===== src/mds_pkg.sv =====
package mds_pkg;

   // datapath widths
   localparam int ACC_W  = 40;
   localparam int WORD_W = 16;

   // opcode byte values
   localparam logic [7:0] OPC_FORM_REG  = 8'ha3;
   localparam logic [7:0] OPC_FORM_RIND = 8'h83;
   localparam logic [7:0] OPC_FORM_XIND = 8'h93;
   localparam logic [7:0] OPC_SUB2      = 8'h4a;
   localparam logic [7:0] OPC_SUB2R     = 8'h52;

   // fourth byte field positions
   localparam int RRR_LSB = 5;
   localparam int QQQ_LSB = 0;

   // reset values
   localparam logic [ACC_W-1:0] ACC_RST = 40'h00_0000_0000;

   // addressing forms
   typedef enum logic [2:0] {
      MDS_FORM_REG  = 3'b001,
      MDS_FORM_RIND = 3'b010,
      MDS_FORM_XIND = 3'b100
   } mds_form_e;

   // issued instruction
   typedef struct packed {
      logic [31:0]       instr;
      logic [WORD_W-1:0] op1;
      logic [WORD_W-1:0] op2;
   } mds_issue_s;

   // flag set
   typedef struct packed {
      logic overflow_flag;
      logic sticky_saturation_flag;
      logic extension_used_flag;
      logic sticky_overflow_flag;
      logic carry_borrow_flag;
      logic zero_result_flag;
      logic negative_result_flag;
   } mds_flags_s;

   // decode result
   typedef struct packed {
      logic      hit;
      logic      reversed;
      mds_form_e form;
      logic [2:0] rrr;
      logic [2:0] qqq;
   } mds_dec_s;

endpackage


===== src/mds_decode.sv =====
`timescale 1ns/1ps
// combinational recogniser of the two doubled-subtract encodings
module mds_decode
   import mds_pkg::*;
(
   // instruction word, first byte in bits 31:24
   input  wire logic [31:0] instr,
   // decode result
   output mds_dec_s         dec
);

   logic [7:0] b0;
   logic [7:0] b2;
   logic [7:0] b3;
   logic       form_ok;
   logic       low_ok;

   assign b0 = instr[31:24];
   assign b2 = instr[15:8];
   assign b3 = instr[7:0];

   // form selection and fixed-zero fields of the fourth byte
   always_comb begin
      dec.form = MDS_FORM_REG;
      form_ok  = 1'b1;
      low_ok   = (b3[4:3] == 2'h0);
      unique case (b0)
         OPC_FORM_REG: begin
            low_ok = (b3[4:0] == 5'h00);
         end
         OPC_FORM_RIND: dec.form = MDS_FORM_RIND;
         OPC_FORM_XIND: dec.form = MDS_FORM_XIND;
         default: form_ok = 1'b0;
      endcase
      dec.reversed = (b2 == OPC_SUB2R);              // RQ10
      dec.hit      = form_ok && low_ok
                     && (b2 == OPC_SUB2 || b2 == OPC_SUB2R); // RQ9 RQ10
      dec.rrr      = b3[RRR_LSB +: 3];               // RQ12
      dec.qqq      = (b0 == OPC_FORM_REG) ? 3'h0
                     : b3[QQQ_LSB +: 3];             // RQ12
   end

endmodule


===== src/mds_unit.sv =====
`timescale 1ns/1ps
// Notes on behaviour
// RQ1 - operand is sign-extended second||first word
// RQ2 - operand is doubled before subtracting
// RQ3 - normal: accumulator minus doubled operand
// RQ4 - reversed: doubled operand minus accumulator
// RQ5 - unrepresentable result sets overflow and sticky
// RQ6 - saturation sets sticky saturation flag
// RQ7 - borrow sets carry flag, else cleared
// RQ8 - zero and negative flags from result
// RQ9 - normal encoding: third byte 4a
// RQ10 - reversed encoding: third byte 52
// RQ11 - extension flag when top bits used
// RQ12 - qqq is post-modify, rrr is option
// RQ13 - one signed step, flags from result
module mds_unit
   import mds_pkg::*;
(
   // clock and reset
   input  wire logic             core_clk,
   input  wire logic             sys_rst,
   // issue side
   input  wire logic             issue_valid,
   input  mds_issue_s            issue,
   input  wire logic             sat_enable,
   // accumulator and flags
   output logic [ACC_W-1:0]      mac_accumulator,
   output mds_flags_s            flags,
   // executed instruction details
   output logic                  done_pulse,
   output logic [2:0]            post_mod_sel,
   output logic [2:0]            option_sel,
   output logic                  index_pointer_form
);

   mds_dec_s          dec;
   logic [ACC_W-1:0]  acc_r;
   logic [ACC_W-1:0]  acc_nxt;
   mds_flags_s        flags_r;
   mds_flags_s        flags_nxt;
   logic              done_r;
   logic              done_nxt;
   logic [2:0]        qqq_r;
   logic [2:0]        qqq_nxt;
   logic [2:0]        rrr_r;
   logic [2:0]        rrr_nxt;
   logic              xind_r;
   logic              xind_nxt;
   logic [ACC_W-1:0]  tmp;
   logic [ACC_W+1:0]  wide;
   logic [ACC_W+1:0]  lhs;
   logic [ACC_W+1:0]  rhs;
   logic              ovf;
   logic              borrow;
   logic [ACC_W-1:0]  res;
   logic              sat_hit;

   // instruction recogniser
   mds_decode u_dec (
      .instr (issue.instr),
      .dec   (dec)
   );

   // operand assembly and subtraction in 42 bits
   always_comb begin
      tmp = {{(ACC_W-2*WORD_W){issue.op2[WORD_W-1]}},
             issue.op2, issue.op1};                          // RQ1
      lhs = dec.reversed ? {{1{tmp[ACC_W-1]}}, tmp, 1'b0}    // RQ2 RQ4
                         : {{2{acc_r[ACC_W-1]}}, acc_r};     // RQ3
      rhs = dec.reversed ? {{2{acc_r[ACC_W-1]}}, acc_r}      // RQ4
                         : {{1{tmp[ACC_W-1]}}, tmp, 1'b0};   // RQ2 RQ3
      wide   = lhs - rhs;                                    // RQ13
      ovf    = (wide[ACC_W+1:ACC_W-1] != {3{wide[ACC_W-1]}}); // RQ5
      borrow = (lhs[ACC_W-1:0] < rhs[ACC_W-1:0]);            // RQ7
   end

   // saturation on overflow when enabled
   always_comb begin
      sat_hit = sat_enable && ovf;                           // RQ6
      res     = wide[ACC_W-1:0];
      if (sat_hit) begin
         res = wide[ACC_W+1] ? {1'b1, {(ACC_W-1){1'b0}}}
                             : {1'b0, {(ACC_W-1){1'b1}}};
      end
   end

   // next accumulator, flags and details
   always_comb begin
      acc_nxt   = acc_r;
      flags_nxt = flags_r;
      done_nxt  = 1'b0;
      qqq_nxt   = qqq_r;
      rrr_nxt   = rrr_r;
      xind_nxt  = xind_r;
      if (issue_valid && dec.hit) begin
         acc_nxt  = res;                                     // RQ3 RQ4
         done_nxt = 1'b1;
         qqq_nxt  = dec.qqq;                                 // RQ12
         rrr_nxt  = dec.rrr;                                 // RQ12
         xind_nxt = (dec.form == MDS_FORM_XIND);
         flags_nxt.overflow_flag = ovf;                      // RQ5
         if (ovf) begin
            flags_nxt.sticky_overflow_flag = 1'b1;           // RQ5
         end
         if (sat_hit) begin
            flags_nxt.sticky_saturation_flag = 1'b1;         // RQ6
         end
         flags_nxt.carry_borrow_flag = borrow;               // RQ7
         flags_nxt.zero_result_flag  = (res == '0);          // RQ8 RQ13
         flags_nxt.negative_result_flag = res[ACC_W-1];      // RQ8
         flags_nxt.extension_used_flag =
            (res[ACC_W-1:31] != {(ACC_W-31){res[31]}});       // RQ11
      end
   end

   // state registers
   always_ff @(posedge core_clk) begin
      if (sys_rst) begin
         acc_r   <= ACC_RST;
         flags_r <= '0;
         done_r  <= 1'b0;
         qqq_r   <= 3'h0;
         rrr_r   <= 3'h0;
         xind_r  <= 1'b0;
      end else begin
         acc_r   <= acc_nxt;
         flags_r <= flags_nxt;
         done_r  <= done_nxt;
         qqq_r   <= qqq_nxt;
         rrr_r   <= rrr_nxt;
         xind_r  <= xind_nxt;
      end
   end

   assign mac_accumulator    = acc_r;
   assign flags              = flags_r;
   assign done_pulse         = done_r;
   assign post_mod_sel       = qqq_r;
   assign option_sel         = rrr_r;
   assign index_pointer_form = xind_r;
endmodule


===== config.mk =====
export PLATFORM = sky130hd
export DESIGN_NAME = mds_unit
export DESIGN_NICKNAME = d
export VERILOG_FILES = /design/src/mds_pkg.sv /design/src/mds_decode.sv /design/src/mds_unit.sv
export SDC_FILE = /design/constraint.sdc
export NUM_CORES = 1
export LEC_CHECK = 0
export CAP_MARGIN = 25
export CORE_UTILIZATION = 55
export CTS_CLUSTER_DIAMETER = 150
export DETAILED_ROUTE_END_ITERATION = 12
export DONT_BUFFER_PORTS = 1
export PLACE_DENSITY = 0.68
export SLEW_MARGIN = 20
export SYNTH_ARGS = -nofsm -noshare
export SYNTH_HDL_FRONTEND = slang
export SYNTH_SLANG_ARGS = --single-unit

===== constraint.sdc =====
create_clock -name core_clk -period 8.8 [get_ports core_clk]
set_input_delay 2.64 -clock core_clk [delete_from_list [all_inputs] [get_ports core_clk]]
set_output_delay 2.64 -clock core_clk [all_outputs]
set_load 0.02 [all_outputs]

==> metrics.csv <==
metric,value,unit
fmax,136,MHz
crit_required,9050,ps
diodes,0,
setup_viol,0,
crit_top_cell,or4_1,
grt_use_total,0.339,
whs,542,ps
crit_buf_inv,0,
register_area,1080,sq um
multi_input_area,5340,sq um
slew_viol_final,0,
r2r_cells,12,
endpoint_kind,flip-flop,
post-synth-top-area-cell,dfxtp_1,
antenna_found_initial,0,
power.internal,0.397,mW
grt_pass1_vias,6979,
crit_family,simple AND/OR/NAND/NOR gates,
finalWirelength,21700,um
syn-cell-area,6670,sq um
max-clock-path-buffers,2,
hpwlAfterDp,15800,um
synthArstFlopShare,0,
fill_cells,1132,
grt-ovfl-total,0,
avgSynthCellArea,6.98,sq um
fp-row-count,39,
insertion_delay,320,ps
crit_cells,13,
routed_via_density,6.92,
synthCells,956,
final_core_util,0.594,
violations,design-rule violations,
grt_pass1_wl,34500,um
dr_total_vias,7381,
wl_per_cell,20.3,um
tns,0,ps
place.gp.congestion,0.996,
skew,9.06,ps
ir_drop,0.0000953,V
status,"finished, violations left",
htreeDepth,2,
p_comb_frac,0.193,
die_area,12600,sq um
start_util,0.575,
cts_resized,0,
rsz0062_at_grt,false,
drt.antenna.violating_nets,0,
cp_max_fo,36,
clock_power_share,0.389,
swShare,0.319,
switchingPower,0.186,mW
start_kind,input pin,
clk_pin_slew_worst_paths,80,ps
critPathKind,input pin to flip-flop,
max_cap_violations,0,
synth_top_area_share,0.162,
synth_edf_count,0,
die-width,112,um
yosysWarnings,0,
firstDrtPassIters,9,
min_path_type,flip-flop to flip-flop,
crit_chain,or4b_4 > nor2_8 > nand2_1 > ha_1 > or3_1 > a211oi_1 > nand4_1 > or4_1 > or4_1 > or4_1 > nor4_1 > o211ai_1 > o21ai_1,
io_buffers,0,
io_pins,123,
layout.nets,991,
ys_ff_latch,54,
dr.first_iter.drc_count,684,
yosysUniqueCellTypes,86,
pwr-share-seq,0.419,
layout_commonest_cell,nor2_1,
worst_pin_slew,811,ps
min_path_cells,2,
total_leakage_power,2.37,nW
min_period,7330,ps
pwr_density_cell,84.5,nW/um^2
crit_path_max_incr_delay,700,ps
die_h,112,um
synthesis.nets,1025,
drc,6,
cts_tree,built,
root_buffer,clkbuf_16,
grt_start_max_net_pins,55,
slew_headroom,0.459,
synthToLayoutAreaGrowth,3.45,%
r2r_slack,4190,ps
synth_ff_type,dfxtp_1,
coreArea,11600,sq um
cts_made_buffers,5,
hold_buffers,0,
cts_num_sinks,54,
cp_slowest_cell,or4b_4,
arrival,7580,ps
postCtsSetupBuffers,0,
final_cell_mix,"nor2_1 (105), nand2_1 (87), a21oi_1 (64)",
drive_gt1_frac,0.0542,
yosysSeqAreaShare,0.162,
synth.area.top_cells,"dfxtp_1 (16%), xnor2_1 (6.4%), nor2_1 (5.9%)",
finalHoldViolCount,0,
fin_crit_sh,0.833,
-- per-stage QoR --
stage	power, mW	setup slack, ps	cells	cell area, sq um
after floorplan	0.341	1850	956	6670
final	0.583	1470	1066	6900
after CTS	0.584	1530	1065	6890
after global placement	0.357	1340	1057	6740
after global routing	0.606	1410	1066	6900
after detailed placement	0.359	1210	1057	6740
-- final timing paths --
check | to | startpoint
max | flags[1] | issue[40]
min | flags[3] | flags[3]
max reg2reg | flags[1] | mac_accumulator[21]
min reg2reg | flags[3] | flags[3]
-- kinds of logic (layout without fill, tap and decap cells) --
family	after synthesis	count (layout)	synth area share
buffers and inverters	67	34	0.0414
XOR/XNOR	71	71	0.0932
AND/OR/NAND/NOR	417	417	0.325
multiplexers	16	16	0.0242
adder cells (fa/ha/maj)	1	1	0.00187
AO/OA/AOI/OAI	330	330	0.353
flip-flops	54	54	0.162
-- flip-flops by register name, indices dropped and copies added, names as in the netlist --
register	count
option_sel	3
post_mod_sel	3
done_pulse	1
flags	6
index_pointer_form	1
mac_accumulator	40
-- power by group through the flow --
stage	logic (mW)	registers, mW	clock network, mW
6_report	0.112	0.244	0.227
3_5_place_dp	0.109	0.250	0
5_1_grt	0.123	0.244	0.239
3_3_place_gp	0.107	0.250	0
2_1_floorplan	0.0910	0.250	0
4_1_cts	0.110	0.244	0.230
-- routing by layer --
layer	track usage	up-vias	wire length, um
met3	0.0599	72	2120
met4	0.161	0	890
met1	0.431	3392	8880
met2	0.559	410	9800
met5	0	-	0
li1	-	3507	-
-- final cells by class --
type,instances,area share
clock buffers,5,0.0181
clock inverters,3,0.00381
inverters,16,0.00870
multi-input cells,835,0.773
flip-flops and latches,54,0.157
well taps,143,0.0259
repair buffers,10,0.0138
-- synth_stat cells, drive strengths merged, types with 11 or more instances --
cell type and n:
inv 15, o21ai 53, xor2 22, a21o 12, buf 17, a2111oi 11, dfxtp 54, nand2b 50
nand4 12, nor2 106, a211oi 45, nand2 88, a31oi 15, o21a 11, nor3 26, clkbuf 34
a21oi 65, nand3 25, xnor2 49, mux2i 15, nor2b 42, o211ai 12
-- worst min-delay path: stages (launching register included) --
cell and delay [ps]:
dfxtp_1 380, inv_1 70, a21oi_1 50
No activity file was read; power rests on OpenSTA's default activity.
